$ cat src/vic_pkg.sv
// Purpose: Shared constants for the vectored priority interrupt controller
// Assumes: APB byte address is four times the register index
// Notes:   Slot numbers rise as fixed priority falls

package vic_pkg;

  // Priority slots; vector address = VEC_BASE + 2 * slot
  localparam int N_SLOTS    = 27;
  localparam int SLOT_RESET = 0;
  localparam int SLOT_WDT   = 1;
  localparam int SLOT_TRAP  = 2;
  localparam int SLOT_G0    = 3;
  localparam int SLOT_PIN   = 11;
  localparam int SLOT_G1    = 19;
  localparam int SLOT_T3    = 19;
  localparam int SLOT_PC    = 23;
  localparam int SLOT_AUX   = 11;

  localparam logic [15:0] VEC_BASE = 16'h0002;
  localparam logic [15:0] VEC_WDT  = 16'h0004;
  localparam logic [15:0] VEC_TRAP = 16'h0006;

  // Levels seen by the arbiter; zero never wins
  localparam logic [2:0] LVL_OFF     = 3'h0;
  localparam logic [2:0] LVL_NOMINAL = 3'h2;
  localparam logic [2:0] LVL_NMI     = 3'h4;

  // Register indices
  localparam logic [11:0] IDX_PEND  = 12'hfc0;
  localparam logic [11:0] IDX_ENH   = 12'hfc1;
  localparam logic [11:0] IDX_ENL   = 12'hfc2;
  localparam logic [11:0] IDX_AUX   = 12'hfc3;
  localparam logic [11:0] IDX_PSEL  = 12'hfc4;
  localparam logic [11:0] IDX_CTRL  = 12'hfc5;
  localparam logic [11:0] IDX_MASK  = 12'hfc6;
  localparam logic [11:0] IDX_VEC   = 12'hfc7;

  localparam logic [15:0] ADDR_PEND = {2'h0, IDX_PEND, 2'h0};
  localparam logic [15:0] ADDR_ENH  = {2'h0, IDX_ENH, 2'h0};
  localparam logic [15:0] ADDR_ENL  = {2'h0, IDX_ENL, 2'h0};
  localparam logic [15:0] ADDR_AUX  = {2'h0, IDX_AUX, 2'h0};
  localparam logic [15:0] ADDR_PSEL = {2'h0, IDX_PSEL, 2'h0};
  localparam logic [15:0] ADDR_CTRL = {2'h0, IDX_CTRL, 2'h0};
  localparam logic [15:0] ADDR_MASK = {2'h0, IDX_MASK, 2'h0};
  localparam logic [15:0] ADDR_VEC  = {2'h0, IDX_VEC, 2'h0};

  // Control register fields
  localparam int CTRL_GIE       = 0;
  localparam int CTRL_WDT_EN    = 1;
  localparam int CTRL_SMALL_PKG = 2;

  // Vector readback fields
  localparam int VRD_SLOT_LSB = 16;
  localparam int VRD_IRQ      = 31;

  // Reset values
  localparam logic [7:0]  RST_ENH  = 8'h00;
  localparam logic [7:0]  RST_ENL  = 8'h00;
  localparam logic [15:0] RST_AUX  = 16'h0000;
  localparam logic [7:0]  RST_PSEL = 8'h00;
  localparam logic [2:0]  RST_CTRL = 3'h0;
  localparam logic [26:0] RST_MASK = 27'h0000000;
  localparam logic [26:0] RST_PEND = 27'h0000001;

endpackage

$ cat src/vic_sync_edge.sv
// Purpose: Two-stage synchroniser with any-edge detect per pin
// Assumes: Pins are asynchronous to pclk
// Notes:   Edges are held off until both stages carry real pin data

module vic_sync_edge #(
  parameter int W = 20
) (
  // Clock and reset
  input  wire logic         pclk,
  input  wire logic         presetn,
  // Pins and edges
  input  wire logic [W-1:0] pin,
  output logic      [W-1:0] edge_any
);

  logic [W-1:0] s1_r;
  logic [W-1:0] s2_r;
  logic [W-1:0] s3_r;
  logic [2:0]   arm_r;

  always_ff @(posedge pclk or negedge presetn)
  begin
    if (!presetn)
    begin
      s1_r  <= '0;
      s2_r  <= '0;
      s3_r  <= '0;
      arm_r <= 3'h0;
    end
    else
    begin
      s1_r  <= pin;
      s2_r  <= s1_r;
      s3_r  <= s2_r;
      arm_r <= {arm_r[1:0], 1'b1};
    end
  end

  // Reset value of the stages would otherwise look like an edge
  assign edge_any = (s2_r ^ s3_r) & {W{arm_r[2]}};

endmodule

$ cat src/vic_arbiter.sv
// Purpose: Pick the pending slot with the highest level
// Assumes: Level zero means not eligible
// Notes:   Equal levels go to the lowest slot number

module vic_arbiter #(
  parameter int N = 27
) (
  // Requests
  input  wire logic [N-1:0]      req,
  input  wire logic [N-1:0][2:0] lvl,
  // Winner
  output logic                   found,
  output logic      [4:0]        idx,
  output logic      [2:0]        win_lvl
);

  always_comb
  begin
    found   = 1'b0;
    idx     = 5'h00;
    win_lvl = 3'h0;
    // Walk downward so that ties settle on the lower slot
    for (int i = N - 1; i >= 0; i--)
    begin
      if (req[i] && lvl[i] != 3'h0 && lvl[i] >= win_lvl)
      begin
        found   = 1'b1;
        idx     = 5'(i);
        win_lvl = lvl[i];
      end
    end
  end

endmodule

$ cat src/vic_top.sv
// Purpose: Vectored priority interrupt controller with APB registers
// Assumes: Request strobes are on pclk; port pins are asynchronous
// Notes:   Vector presented one cycle after arbitration settles
//
// Notes on behaviour
// Reset entry highest, vector 0002H, unmaskable
// Watchdog uses vector 0004H after reset
// Trap uses 0006H, unmaskable, above peripherals
// Peripherals ordered by vector, two bytes apart
// Port A/D bit shares vector, any edge
// Port C pins lowest, both edges each
// Timer 3 slot unused in small package
// High and low bits form level code
// Code 00 off, 01 low, 10 nominal, 11 high
// High enable bits map timer2 down to converter
// High enable register RW, resets to zero
// Highest level wins, ties by vector order

module vic_top
  import vic_pkg::*;
(
  // Clock and reset
  input  wire logic        pclk,
  input  wire logic        presetn,
  // APB slave
  input  wire logic        psel,
  input  wire logic        penable,
  input  wire logic        pwrite,
  input  wire logic [15:0] paddr,
  input  wire logic [31:0] pwdata,
  output logic      [31:0] prdata,
  output logic             pready,
  output logic             pslverr,
  // Peripheral request strobes
  input  wire logic        wdt_req,
  input  wire logic        trap_req,
  input  wire logic [7:0]  grp0_req,
  input  wire logic [3:0]  grp1_req,
  // Port pins
  input  wire logic [7:0]  port_a,
  input  wire logic [7:0]  port_d,
  input  wire logic [3:0]  port_c,
  // CPU vector side
  input  wire logic        cpu_ack,
  output logic             cpu_irq,
  output logic      [15:0] cpu_vector,
  // Status interrupt
  output logic             sys_irq
);

  import vic_pkg::*;

  localparam int N = N_SLOTS;

  // Registers
  logic [7:0]  enh_r;
  logic [7:0]  enl_r;
  logic [15:0] aux_r;
  logic [7:0]  psel_r;
  logic [2:0]  ctrl_r;
  logic [N-1:0] mask_r;
  logic [N-1:0] pend_r;
  logic [N-1:0] pend_nxt;
  logic        irq_r;
  logic        irq_nxt;
  logic [15:0] vec_r;
  logic [15:0] vec_nxt;
  logic [4:0]  slot_r;
  logic        sys_irq_r;
  logic [31:0] prdata_r;
  logic        pready_r;
  logic        pslverr_r;

  // Pin edges
  logic [19:0] pin_edge;
  logic [7:0]  a_edge;
  logic [7:0]  d_edge;
  logic [3:0]  c_edge;
  logic [7:0]  ad_edge;

  vic_sync_edge #(
    .W (20)
  ) u_pins (
    .pclk     (pclk),
    .presetn  (presetn),
    .pin      ({port_c, port_d, port_a}),
    .edge_any (pin_edge)
  );

  assign a_edge = pin_edge[7:0];
  assign d_edge = pin_edge[15:8];
  assign c_edge = pin_edge[19:16];

  // Each shared vector listens to one port of the pair
  assign ad_edge = (psel_r & d_edge) | (~psel_r & a_edge);

  // Control decode
  wire gie       = ctrl_r[CTRL_GIE];
  wire wdt_en    = ctrl_r[CTRL_WDT_EN];
  wire small_pkg = ctrl_r[CTRL_SMALL_PKG];

  // Event set vector in slot order
  logic [N-1:0] set_v;

  assign set_v[SLOT_RESET] = 1'b0;
  assign set_v[SLOT_WDT]   = wdt_req;
  assign set_v[SLOT_TRAP]  = trap_req;

  for (genvar b = 0; b < 8; b++)
  begin : g_set8
    assign set_v[SLOT_G0 + 7 - b]  = grp0_req[b];
    assign set_v[SLOT_PIN + 7 - b] = ad_edge[b];
  end

  for (genvar b = 0; b < 4; b++)
  begin : g_set4
    if (SLOT_G1 + 3 - b == SLOT_T3)
    begin : g_t3
      // Timer 3 is absent in the small package
      assign set_v[SLOT_T3] = grp1_req[b] & ~small_pkg;
    end
    else
    begin : g_g1
      assign set_v[SLOT_G1 + 3 - b] = grp1_req[b];
    end
    assign set_v[SLOT_PC + 3 - b] = c_edge[b];
  end

  // Levels per slot
  logic [N-1:0][2:0] lvl;

  // Reset entry and trap ignore every enable
  assign lvl[SLOT_RESET] = LVL_NMI;
  assign lvl[SLOT_TRAP]  = LVL_NMI;
  assign lvl[SLOT_WDT]   = (gie && wdt_en) ? LVL_NMI : LVL_OFF;

  for (genvar j = 0; j < 8; j++)
  begin : g_lvl0
    // Code {high, low}: 00 off, 01 low, 10 nominal, 11 high
    assign lvl[SLOT_G0 + j] =
      gie ? {1'b0, enh_r[7 - j], enl_r[7 - j]} : LVL_OFF;
  end

  for (genvar k = 0; k < 16; k++)
  begin : g_lvl1
    assign lvl[SLOT_AUX + k] =
      (gie && aux_r[k]) ? LVL_NOMINAL : LVL_OFF;
  end

  // Arbitration
  logic       win_found;
  logic [4:0] win_idx;
  logic [2:0] win_lvl;

  vic_arbiter #(
    .N (N)
  ) u_arb (
    .req     (pend_r),
    .lvl     (lvl),
    .found   (win_found),
    .idx     (win_idx),
    .win_lvl (win_lvl)
  );

  // A cycle of silence after each acknowledge stops a stale repeat
  assign irq_nxt = win_found && !(cpu_ack && irq_r);
  assign vec_nxt = VEC_BASE + {10'h000, win_idx, 1'b0};

  // APB decode
  wire setup   = psel && !penable;
  wire wr_go   = psel && penable && pready_r && pwrite;
  wire aligned = paddr[1:0] == 2'h0;
  wire hit_pend = aligned && paddr == ADDR_PEND;
  wire hit_enh  = aligned && paddr == ADDR_ENH;
  wire hit_enl  = aligned && paddr == ADDR_ENL;
  wire hit_aux  = aligned && paddr == ADDR_AUX;
  wire hit_psel = aligned && paddr == ADDR_PSEL;
  wire hit_ctrl = aligned && paddr == ADDR_CTRL;
  wire hit_mask = aligned && paddr == ADDR_MASK;
  wire hit_vec  = aligned && paddr == ADDR_VEC;
  wire hit_any  = hit_pend || hit_enh || hit_enl || hit_aux ||
                  hit_psel || hit_ctrl || hit_mask || hit_vec;

  wire [31:0] vec_rd = {irq_r, 10'h000, slot_r, vec_r};

  wire [31:0] rd_mux =
    hit_pend ? {5'h00, pend_r} :
    hit_enh  ? {24'h000000, enh_r} :
    hit_enl  ? {24'h000000, enl_r} :
    hit_aux  ? {16'h0000, aux_r} :
    hit_psel ? {24'h000000, psel_r} :
    hit_ctrl ? {29'h00000000, ctrl_r} :
    hit_mask ? {5'h00, mask_r} :
    hit_vec  ? vec_rd : 32'h00000000;

  // Clears: software write-one and CPU acknowledge
  wire [N-1:0] clr_sw  = (wr_go && hit_pend) ? pwdata[N-1:0] : '0;
  wire [N-1:0] clr_ack = (cpu_ack && irq_r) ? (N'(1) << slot_r) : '0;

  // New events win over a clear in the same cycle
  assign pend_nxt = (pend_r & ~clr_sw & ~clr_ack) | set_v;

  always_ff @(posedge pclk or negedge presetn)
  begin
    if (!presetn)
      pend_r <= RST_PEND;
    else
      pend_r <= pend_nxt;
  end

  always_ff @(posedge pclk or negedge presetn)
  begin
    if (!presetn)
    begin
      enh_r  <= RST_ENH;
      enl_r  <= RST_ENL;
      aux_r  <= RST_AUX;
      psel_r <= RST_PSEL;
      ctrl_r <= RST_CTRL;
      mask_r <= RST_MASK;
    end
    else
    begin
      if (wr_go && hit_enh)
        enh_r <= pwdata[7:0];
      if (wr_go && hit_enl)
        enl_r <= pwdata[7:0];
      if (wr_go && hit_aux)
        aux_r <= pwdata[15:0];
      if (wr_go && hit_psel)
        psel_r <= pwdata[7:0];
      if (wr_go && hit_ctrl)
        ctrl_r <= pwdata[2:0];
      if (wr_go && hit_mask)
        mask_r <= pwdata[N-1:0];
    end
  end

  // Vector side; outputs all from flops
  always_ff @(posedge pclk or negedge presetn)
  begin
    if (!presetn)
    begin
      irq_r     <= 1'b0;
      vec_r     <= VEC_BASE;
      slot_r    <= 5'h00;
      sys_irq_r <= 1'b0;
    end
    else
    begin
      irq_r     <= irq_nxt;
      vec_r     <= vec_nxt;
      slot_r    <= win_idx;
      sys_irq_r <= |(pend_r & mask_r);
    end
  end

  // Read data is captured in setup, so the access phase never waits
  always_ff @(posedge pclk or negedge presetn)
  begin
    if (!presetn)
    begin
      prdata_r  <= 32'h00000000;
      pready_r  <= 1'b0;
      pslverr_r <= 1'b0;
    end
    else
    begin
      pready_r  <= setup;
      pslverr_r <= setup && !hit_any;
      if (setup && !pwrite)
        prdata_r <= rd_mux;
    end
  end

  assign prdata     = prdata_r;
  assign pready     = pready_r;
  assign pslverr    = pslverr_r;
  assign cpu_irq    = irq_r;
  assign cpu_vector = vec_r;
  assign sys_irq    = sys_irq_r;

  logic [2:0] max_lvl;
  always_comb
  begin
    max_lvl = 3'h0;
    for (int i = 0; i < N; i++)
      if (pend_r[i] && lvl[i] > max_lvl)
        max_lvl = lvl[i];
  end
endmodule

$ cat config.mk
export PLATFORM = sky130hd
export DESIGN_NAME = vic_top
export DESIGN_NICKNAME = d
export VERILOG_FILES = /design/src/vic_pkg.sv /design/src/vic_sync_edge.sv /design/src/vic_arbiter.sv /design/src/vic_top.sv
export SDC_FILE = /design/constraint.sdc
export NUM_CORES = 1
export LEC_CHECK = 0
export ABC_CLOCK_PERIOD_IN_PS = 26300
export BUFFER_PORTS_ARGS = -buffer_cell sky130_fd_sc_hd__buf_2
export CAP_MARGIN = 25
export CORE_MARGIN = 4
export CORE_UTILIZATION = 54
export DETAILED_ROUTE_END_ITERATION = 10
export GPL_ROUTABILITY_DRIVEN = 0
export PLACE_DENSITY = 0.73
export SYNTH_ARGS = -nofsm -noshare
export SYNTH_HDL_FRONTEND = slang
export SYNTH_HIERARCHICAL = 1
export SYNTH_SLANG_ARGS = --single-unit
$ cat constraint.sdc
create_clock -name pclk -period 26.3 [get_ports pclk]
set_clock_uncertainty 0.05 [all_clocks]
set_input_delay 5.26 -clock pclk [delete_from_list [all_inputs] [get_ports pclk]]
set_output_delay 5.26 -clock pclk [all_outputs]
set_load 0.02 [all_outputs]
# Word level (Yosys, flattened, before mapping)
# Cells that the tools add are included.
# classes
n_addsub	1
n_mul	0
div_mod_pow	0
n_lt_le_gt_ge	27
eq_ne	8
n_shift	1
n_mux	115
n_bitwise	14
reduce_logical	130
# ops
cell	n
32-bit 2-to-1 mux	8
5-bit 2-to-1 mux	27
16-bit by 14-bit equality test with 1-bit output (second input constant)	8
2-bit 2-to-1 mux	48
1-bit logical AND	92
27-bit AND	3
3-bit nonzero test	25
27-bit 2-to-1 mux	2
27-bit inverter	2
2-bit greater-or-equal comparator	23
1-bit 2-to-1 mux	27
27-bit OR	1
27-bit OR reduction	1
1-bit by 5-bit << shifter with 27-bit output (first input constant)	1
20-bit AND	1
20-bit XOR	1
8-bit AND	2
3-bit 2-to-1 mux	3
8-bit inverter	1
8-bit OR	1
2-bit by 6-bit adder with 7-bit output (first input constant)	1
1-bit logical OR	7
1-bit logical NOT	4
3-bit by 2-bit greater-or-equal comparator with 1-bit output (first input constant)	1
6 further kinds	6
# totals
reg_bits	208
latchBits	0
ram_bits	0
romBits	0
out_inout_bits	52
wordCells	314
memories	0

# Logic depth before layout (Yosys ltp)
# Gate-level depths: netlist of the first run.
# logic_depth
word_depth	85
mapped_depth	206
ltp_nobuf	205

# Modules after synthesis
# The synthesis of the first run kept the hierarchy.
# by_module_without_submodules
mod	n_inst	cells_each	area_per_inst_um2	seq_area_each_um2
vic_top	1	621	6837.8	3505.9
vic_arbiter	1	688	4279.1	0.0
vic_sync_edge	1	106	1895.6	1576.5

# Least setup slack after synthesis of the first run
# Ideal clock, no wire load.
# synth_timing
path_kind	reg2reg
startpoint	register ctrl_r[0]
endpoint	register vec_r[5], in the netlist cpu_vector[5]
setup_ps	139
arrival_ps	24452
slack_ps	1658
path_stages_with_launch	149
n_path_buf	1
period_less_slack_ps	24642
cell_sequence	dfrtp_1 > clkbuf_1 > and2_1 > nand2_1 > ha_1 > nand2_1 > o21ai_2 > a21oi_1 > or2_2 > a21oi_1 > o21ba_2 > o21ai_1 > o2bb2ai_1 > a21oi_1 > ha_1 > nand2b_1 > nand2_1 > inv_1 > (+113 left out) > a22o_1 > ha_1 > nand2b_1 > a21oi_1 > nand2_1 > nand2_1 > o31ai_1 > a31oi_1 > ha_1 > nand2b_1 > a21o_1 > a21oi_1 > nor2b_1 > o31ai_1 > nand2_1 > a2111oi_2 > nand3_1 > xnor2_1
# synth_lines
item	line	source
start, declared	vic_top.sv:60	logic [2:0] ctrl_r;
start signal, assigned	vic_top.sv:233	ctrl_r <= pwdata[2:0];
end signal, assigned	vic_top.sv:252	vec_r <= vec_nxt;
end, declared	vic_top.sv:66	logic [15:0] vec_r;

==> results of run 1 <==
what timing repair did:
item,4_1_cts,5_1_grt
endpoints found under the setup margin,10,12
gates resized for setup,6,69
buffers inserted,3,18
pin swaps,2,41
gates cloned,0,0
per-layer routing:
layer | wire (µm) | track usage [%] | share of wire, % | vias to the layer above
met1 | 16760 | 40.77 | 41 | 5836
met3 | 3361 | 4.860 | 8.3 | 92
met4 | 1346 | 9.150 | 3.3 | 2
met2 | 19070 | 48.13 | 47 | 566
met5 | 7 | 0 | 0.017 | -
li1 | - | - | - | 5725
metrics by stage:
step	setup TNS [ps]	cell area [µm²]	hold slack (ps)
after detailed placement	-1588	14770	284.7
after global routing	-3263	16060	302.2
after CTS	0	15570	297.1
final	0	16060	293.9
after global placement	0	14750	281.2
after floorplan	0	13670	281.2
worst min-delay path by stage:
| stage | startpoint | endpoint | slack [ps] | cells after the start |
|---|---|---|---|---|
| 3_3_place_gp | u_pins/s1_r[0] | u_pins/s2_r[0] | 280 | 0 |
| 6_report | u_pins/s1_r[15] | u_pins/s2_r[15] | 290 | 0 |
| 5_1_grt | u_pins/s1_r[6] | u_pins/s2_r[6] | 300 | 0 |
| 4_1_cts | u_pins/s1_r[6] | u_pins/s2_r[6] | 300 | 0 |
| 3_5_place_dp | u_pins/s1_r[19] | u_pins/s2_r[19] | 280 | 0 |
| 2_1_floorplan | u_pins/arm_r[0] | u_pins/arm_r[1] | 280 | 0 |
registers in the layout, summed over array words and instances (netlist names), 6 cells and up:
name / flops
prdata: 28
mask_r: 27
pend_r: 27
u_pins/s1_r: 20
u_pins/s2_r: 20
u_pins/s3_r: 20
aux_r: 16
enh_r: 8
enl_r: 8
psel_r: 8
cpu_vector: 6
cell type report:
type	count	area (µm²)
inverter	52	195.2
fill	1930	7480
clock buffer	32	689.4
timing repair buffer	191	1174
clock inverter	8	77.57
sequential	203	5084
tap	319	399.1
multi-input combinational	1286	8444
cell usage in the layout (no fill, tap or decap), drive strengths merged, types with 21 or more instances in the layout:
cell and count:
inv 53, clkbuf 33, a21oi 104, a22oi 23, buf 190, nand2 125
nand3 32, and2 72, o21ai 87, nand2b 28, xor2 21, or2 25
ha 32, dfrtp 201, conb 189, mux2 75, nor2 109
worst max-delay path, delay by kind of cell, from the launching register on:
family                     cells  cell delay, ps
buffers and inverters          8             880
xor gates and xnor gates       1             130
AOI/OAI and AO/OA             77           12630
adders and majority gates     21            5130
DFF                            1             430
muxes                          1             310
and+or+nand+nor               44            5570
power by group:
part	total [W]	switching [W]	leakage [nW]	internal (W)
clock network	0.000320	0.000128	0.377	0.000192
registers	0.000338	0.0000117	2.49	0.000326
logic	0.000163	0.0000953	4.59	0.0000672
total	0.000820	0.000235	7.45	0.000585
==> results.tsv, run 1 <==
stage	metric	value	unit
worst_setup_path	cp_max_fo	8	
route	postRouteAntennaNets	0	
synthesis	synth.avg_cell_area	9.224	µm²
route	drcViolationCount	0	
global_routing	track_usage	29.56	%
worst_setup_path	regToRegStartpoint	ctrl_r[0]	
worst_setup_path	cp_common_cell	ha_1	
timing	tightest_slew	1033	ps
clock_network	cts_hold_buf	0	
layout	fin_util	68.23	%
global_routing	gr-total-overflow	0	
placed_design	place_inst	2029	
worst_setup_path	r2r_end	cpu_vector[3]	
placed_design	port_buffers	120	
worst_setup_path	worstPathArrival	25660	ps
timing	period_needed	25320	ps
timing	slew_viol_final	0	
global_routing	grt_start_max_net_pins	131	
job	cap_violations	0	
worst_setup_path	slowest_stage	dfrtp_2	
worst_setup_path	critPathRequiredTime	26640	ps
floorplanning	fp.dieH	163.0	µm
worst_setup_path	crit_end	cpu_vector[3]	
global_routing	grt_pass1_wl	62670	µm
clock_network	clock_latency	510	ps
worst_setup_path	critPathLaunch	ctrl_r[0]	
global_routing	grt_antenna_before_repair	1	
clock_network	cts.htree.levels	1	
route	vias	12220	
floorplanning	start_util	55.09	%
power_and_ir_drop	power_density	51.07	nW/µm²
synthesis	yosysWarnings	6	
timing	max_freq	0.03950	GHz
timing	slew_headroom	30.18	%
power_and_ir_drop	power	0.0008203	W
route	wl_per_cell	19.39	µm
layout	drive_above_1_share	23.59	%
layout	layoutNonFillerInstCount	2091	
worst_setup_path	max_stage_delay	430	ps
floorplanning	fp-row-count	56	
floorplanning	die_w	163.0	µm
clock_network	cts_tree	built	
route	first_pass_iters	6	
timing	hold_viol_final	0	
worst_setup_path	ff2ff_path_depth	152	
layout	area_growth	23.86	%
layout	layout.nets	1876	
route	wirelength	40540	µm
layout	n_antenna_cell	0	
clock_network	root_buffer	clkbuf_16	
route	avgViaCountPerCell	5.845	
clock_network	cts_max_path_buffers	3	
synthesis	syn_area	12970	µm²
placed_design	dp_hpwl	30330	µm
timing	finalSetupViolations	0	
clock_network	clk_pin_slew	60	ps
power_and_ir_drop	p_leak	7.448	nW
worst_setup_path	path_class	reg2reg	
clock_network	cts_buffers	22	
floorplanning	die-area	26560	µm²
worst_setup_path	reg2reg_setup_slack	980	ps
worst_setup_path	startpoint_type	flip-flop	
status	outcome	completed	
min_path	min_path_type	reg2reg	
worst_setup_path	end_kind	flip-flop	
placed_design	preCtsSetupSlack	-335.2	ps
timing	fin_ws	981.2	ps
timing	fin_crit_sh	96.27	%
clock_network	cts.sinks	203	
power_and_ir_drop	peakVddDrop	0.05975	mV
global_routing	grt_pass1_vias	11710	
synthesis	syn_inst	1406	
floorplanning	io_pins	140	
floorplanning	core_area	23540	µm²
route	drtIter0Drc	1135	
Power figures use the tool's default switching activity.
==> run 2: changes to the inputs <==
--- a/config.mk
+++ b/config.mk
@@ -9,10 +9,10 @@
 export BUFFER_PORTS_ARGS = -buffer_cell sky130_fd_sc_hd__buf_2
 export CAP_MARGIN = 25
 export CORE_MARGIN = 4
-export CORE_UTILIZATION = 54
+export CORE_UTILIZATION = 40
 export DETAILED_ROUTE_END_ITERATION = 10
 export GPL_ROUTABILITY_DRIVEN = 0
-export PLACE_DENSITY = 0.73
+export PLACE_DENSITY = 0.56
 export SYNTH_ARGS = -nofsm -noshare
 export SYNTH_HDL_FRONTEND = slang
 export SYNTH_HIERARCHICAL = 1
==> run 2 against run 1 <==
Sequential power barely moved. Maximum frequency rose by 1.3%. Combinational power rose by 6%. Clock-buffer cell count did not move. Critical path depth did not move. Power rose by 2.2%. Clock power rose by 2%. Sequential share of layout area fell by 0.86 points. Largest power group unchanged. Highest routed layer unchanged.
==> results.tsv, run 2 (same netlist as run 1, synthesis figures left out) <==
stage	metric	value	unit
status	outcome	completed	
timing	hold_ws	297.2	ps
worst_setup_path	slowest_stage	o41a_1	
power_and_ir_drop	share_seq_of_total_power	40.3	%
worst_setup_path	cp_common_cell	ha_1	
timing	tightest_slew	1075	ps
global_routing	gr-total-overflow	0	
timing	fin_crit_sh	95.00	%
min_path	min_from	u_pins/s1_r[2]	
layout	area_growth	27.30	%
worst_setup_path	max_stage_delay	430	ps
placed_design	dp_hpwl	32670	µm
global_routing	grt_antenna_before_repair	2	
clock_network	root_buffer	clkbuf_16	
route	drtIter0Drc	785	
timing	period_needed	24980	ps
worst_setup_path	startpoint_type	flip-flop	
clock_network	cts_buffers	24	
worst_setup_path	critPathRequiredTime	26680	ps
floorplanning	core_area	31800	µm²
clock_network	clk_pin_slew	60	ps
worst_setup_path	worstPathArrival	25360	ps
clock_network	cts_tree	built	
timing	slew_viol_final	0	
route	wirelength	42690	µm
route	wl_per_cell	19.13	µm
route	vias	12030	
floorplanning	io_pins	140	
global_routing	grt_pass1_vias	11340	
route	avgViaCountPerCell	5.392	
job	cap_violations	0	
layout	multiInputGateArea	8558	µm²
floorplanning	fp-row-count	65	
layout	n_fill_cell	3002	
timing	finalSetupViolations	0	
power_and_ir_drop	switching_power	0.0002487	W
worst_setup_path	end_kind	flip-flop	
worst_setup_path	r2r_end	cpu_vector[3]	
power_and_ir_drop	p_leak	7.605	nW
worst_setup_path	path_class	reg2reg	
layout	drive_above_1_share	25.21	%
worst_setup_path	cp_max_fo	6	
placed_design	port_buffers	120	
worst_setup_path	crit_end	cpu_vector[3]	
route	drcViolationCount	0	
timing	max_freq	0.04003	GHz
floorplanning	fp.dieH	188.1	µm
power_and_ir_drop	netSwitchingFraction	29.66	%
power_and_ir_drop	power_density	50.79	nW/µm²
floorplanning	die_w	188.1	µm
power_and_ir_drop	peakVddDrop	0.05110	mV
worst_setup_path	path_depth	152	
floorplanning	start_util	40.78	%
min_path	min_path_type	reg2reg	
power_and_ir_drop	clkPwrFrac	39.1	%
clock_network	cts.htree.levels	1	
worst_setup_path	cp_num_buf_inv	9	
layout	layout.nets	1899	
timing	fin_ws	1316	ps
timing	slew_headroom	27.76	%
global_routing	track_usage	23.22	%
clock_network	cts_hold_buf	0	
layout	largest_reg_flops	28	
layout	layout_common_cells	dfrtp_1, conb_1, nand2_1, buf_2, nor2_1	
global_routing	grt_pass1_wl	64990	µm
floorplanning	die-area	35370	µm²
worst_setup_path	regToRegStartpoint	ctrl_r[0]	
worst_setup_path	reg2reg_setup_slack	1320	ps
route	first_pass_iters	5	
power_and_ir_drop	p_int	0.0005899	W
placed_design	preCtsSetupSlack	121.4	ps
timing	hold_viol_final	0	
layout	final_common_cell	dfrtp_1	
layout	ff_latch_area	5084	µm²
clock_network	cts_max_path_buffers	3	
power_and_ir_drop	power	0.0008386	W
clock_network	cts.sinks	203	
clock_network	clock_latency	540	ps
timing	tns	0	ps
worst_setup_path	critPathLaunch	ctrl_r[0]	
layout	n_antenna_cell	0	
route	postRouteAntennaNets	0	
worst_setup_path	path_delay_family	compound AO/OA/AOI/OAI gates	
power_and_ir_drop	combPwrFrac	20.6	%
worst_setup_path	ff2ff_path_depth	152	
global_routing	grt_start_max_net_pins	93	
min_path	holdPathStages	0	
## run 2: cell count changes in the layout (fill, tap and decap cells not counted), sizes merged
| cell | previous run | this run |
|---|---|---|
| clkinv | 4 | 7 |
| clkinvlp | 2 | 4 |
| bufinv | 1 | 0 |
| buf | 190 | 211 |
## run 2: area by class of cell
cell class              count  area share, %
inverters                  52          1.182
clock buffers              32          4.244
well taps                 435          3.297
repair buffers            212          8.033
flip-flops and latches    203          30.79
clock inverters            12         0.6139
multi-input cells        1286          51.84
## run 2: through the flow
stage                     util [%]  instances  instance area (µm²)
after CTS                    50.03       2213                15910
after detailed placement     47.50       2169                15100
after global routing         51.92       2232                16510
final                        51.92       2232                16510
after global placement       47.41       2167                15070
after floorplan                  -       1592                13670
## run 2: worst min path at each step
stage / to / slack [ps]
detailed placement: u_pins/s2_r[13] / 290
floorplan: u_pins/arm_r[1] / 280
global placement: u_pins/s2_r[13] / 280
finish: u_pins/s2_r[2] / 300
global route: u_pins/arm_r[2] / 300
CTS: u_pins/s2_r[6] / 300
## run 2: what timing repair did
item,CTS,global route
endpoints found under the setup margin,3,12
resized for setup,1,92
pin swaps,0,53
buffers inserted,0,19
## run 2: metal layers
metal  wire, µm  GRT usage (%)  vias to the layer above
li1           -              -                     5771
met1      19100          32.27                     5742
met2      19450          37.18                      431
met3       2639          3.909                       86
met4       1478          7.312                        4
met5         19              0                        -
## run 2: power groups by stage
stage                     registers (W)  clock network [W]  logic (W)
after floorplan                0.000347                  0  0.0000831
after global placement         0.000343                  0   0.000145
after detailed placement       0.000343                  0   0.000147
after CTS                      0.000338           0.000337   0.000147
after global routing           0.000339           0.000352   0.000190
final                          0.000338           0.000328   0.000173
==> run 3: changes to the inputs <==
--- a/config.mk
+++ b/config.mk
@@ -12,6 +12,7 @@
 export CORE_UTILIZATION = 40
 export DETAILED_ROUTE_END_ITERATION = 10
 export GPL_ROUTABILITY_DRIVEN = 0
+export MAX_ROUTING_LAYER = met4
 export PLACE_DENSITY = 0.56
 export SYNTH_ARGS = -nofsm -noshare
 export SYNTH_HDL_FRONTEND = slang
==> constraint.sdc (replaced) <==
create_clock -name pclk -period 26.3 [get_ports pclk]
set_clock_uncertainty 0.05 [all_clocks]
set_input_delay 5.26 -clock pclk [delete_from_list [all_inputs] [get_ports pclk]]
set_output_delay 5.26 -clock pclk [all_outputs]
set_load 0.01 [all_outputs]
==> run 3 against run 2 <==
Power down 0.79%. Wire length fell by 0.37%. Die area unchanged. Clock power is essentially flat. Sequential cell count stayed put. Worst setup slack got worse by 11 ps. Worst hold slack worse by 0.84 ps. Sequential share of layout area hardly changed. Clock-buffer cell count unchanged. Largest power group unchanged.
==> results.tsv, run 3 (same netlist as run 1, synthesis figures left out) <==
stage	metric	value	unit
status	outcome	completed	
route	first_pass_iters	8	
floorplanning	fp.dieH	188.1	µm
layout	drive_above_1_share	25.21	%
min_path	holdPathStages	0	
placed_design	dp_hpwl	32670	µm
layout	largest_reg_flops	28	
worst_setup_path	startpoint_type	flip-flop	
layout	area_growth	27.34	%
clock_network	cts.sinks	203	
worst_setup_path	path_class	reg2reg	
min_path	min_from	u_pins/s1_r[10]	
worst_setup_path	slowest_stage	o41a_1	
floorplanning	io_pins	140	
timing	slew_viol_final	0	
power_and_ir_drop	clkPwrFrac	39.5	%
clock_network	root_buffer	clkbuf_16	
floorplanning	core_area	31800	µm²
worst_setup_path	cp_common_cell	ha_1	
timing	slew_headroom	26.33	%
timing	fin_crit_sh	95.04	%
global_routing	track_usage	23.88	%
clock_network	cts_buffers	24	
power_and_ir_drop	p_int	0.0005898	W
floorplanning	die-area	35370	µm²
timing	finalSetupViolations	0	
worst_setup_path	max_stage_delay	430	ps
route	avgViaCountPerCell	5.383	
timing	tns	0	ps
power_and_ir_drop	p_leak	7.605	nW
clock_network	clock_latency	540	ps
route	vias	12030	
timing	period_needed	24990	ps
job	cap_violations	0	
route	wl_met3	2683	µm
global_routing	grt_start_max_net_pins	93	
global_routing	grt_pass1_wl	64930	µm
route	top_layer_used	met4	
placed_design	place_area	15100	µm²
layout	layout.nets	1899	
worst_setup_path	r2r_end	cpu_vector[3]	
route	drtIter0Drc	941	
timing	hold_viol_final	0	
global_routing	gr-total-overflow	0	
placed_design	preCtsSetupSlack	121.4	ps
worst_setup_path	ff2ff_path_depth	152	
floorplanning	start_util	40.78	%
worst_setup_path	worstPathArrival	25370	ps
worst_setup_path	reg2reg_setup_slack	1310	ps
power_and_ir_drop	switching_power	0.0002422	W
min_path	min_to	u_pins/s2_r[10]	
layout	n_fill_cell	3003	
floorplanning	fp-row-count	65	
min_path	min_path_type	reg2reg	
power_and_ir_drop	share_seq_of_total_power	40.6	%
power_and_ir_drop	combPwrFrac	19.9	%
power_and_ir_drop	power_density	50.38	nW/µm²
layout	postLayoutCellArea	16510	µm²
layout	final_common_cell	dfrtp_1	
power_and_ir_drop	peakVddDrop	0.05121	mV
clock_network	cts_tree	built	
route	wl_met1	19030	µm
worst_setup_path	cp_max_fo	6	
floorplanning	die_w	188.1	µm
power_and_ir_drop	netSwitchingFraction	29.11	%
clock_network	cts_hold_buf	0	
clock_network	clk_pin_slew	60	ps
worst_setup_path	regToRegStartpoint	ctrl_r[0]	
route	wl_per_cell	19.04	µm
clock_network	cts.htree.levels	1	
timing	fin_ws	1305	ps
worst_setup_path	critPathRequiredTime	26680	ps
timing	max_freq	0.04001	GHz
route	postRouteAntennaNets	0	
global_routing	grt_pass1_vias	11350	
route	wirelength	42530	µm
route	drcViolationCount	0	
global_routing	grt_antenna_before_repair	2	
timing	tightest_slew	1096	ps
clock_network	cts_max_path_buffers	3	
placed_design	port_buffers	120	
layout	layout_common_cells	dfrtp_1, conb_1, nand2_1, buf_2, nor2_1	
worst_setup_path	end_kind	flip-flop	
route	wl_met2	19360	µm
[run 3: cell types whose count changed in the layout (fill, tap and decap cells not counted)]
| cell | change |
|---|---|
| diode_2 | +2 |
[run 3: how the worst max path moves through the flow]
stage,from,to,slack (ps)
finish,ctrl_r[0],cpu_vector[3],1310
global route,ctrl_r[0],cpu_vector[6],-310
CTS,ctrl_r[0],cpu_vector[3],20
detailed placement,ctrl_r[0],cpu_vector[5],120
global placement,ctrl_r[0],cpu_vector[5],460
floorplan,ctrl_r[0],cpu_vector[5],1750
[run 3: worst max-delay path: cells and delay by family, from the launching register on]
kind | cells | cell delay (ps)
muxes | 1 | 330
and+or+nand+nor | 48 | 5570
adders and majority gates | 20 | 5200
DFF | 1 | 400
buffers and inverters | 9 | 1090
xor gates and xnor gates | 1 | 140
AOI/OAI and AO/OA | 73 | 12070
[run 3: power by group through the flow]
stage	clock network (W)	logic [W]	registers, W
floorplan	0	0.0000822	0.000342
global placement	0	0.000138	0.000343
detailed placement	0	0.000140	0.000343
CTS	0.000337	0.000141	0.000338
global route	0.000352	0.000184	0.000339
finish	0.000328	0.000166	0.000338
[run 3: final cells by class]
| type | instances | area (µm²) | share of cell area (%) |
|---|---|---|---|
| clock buffer | 32 | 700.7 | 4.243 |
| inverter | 52 | 195.2 | 1.182 |
| clock inverter | 12 | 101.3 | 0.6137 |
| multi-input combinational | 1286 | 8558 | 51.82 |
| timing repair buffer | 212 | 1326 | 8.031 |
| antenna | 2 | 5.005 | 0.03031 |
| sequential | 203 | 5084 | 30.78 |
| tap | 435 | 544.3 | 3.296 |
[run 3: metal layers]
layer | GRT usage, % | up-vias
li1 | - | 5786
met1 | 32.35 | 5737
met2 | 37.25 | 418
met3 | 3.555 | 85
met4 | 7.312 | 0
met5 | - | -
[run 3: per-stage QoR]
stage                     util [%]  hold WS [ps]  instances  total power [W]
after global routing         51.93         300.7       2234        0.0008746
after detailed placement     47.50         285.5       2169        0.0004834
after global placement       47.41         281.6       2167        0.0004813
after floorplan                  -         281.2       1592        0.0004242
final                        51.93         296.4       2234        0.0008319
after CTS                    50.03         298.7       2213        0.0008153
[run 3: what timing repair did]
action	4_1_cts	5_1_grt
gates resized for setup	1	92
cloned	0	0
endpoints found under the setup margin	3	12
pin swaps	0	54
setup buffers	0	19
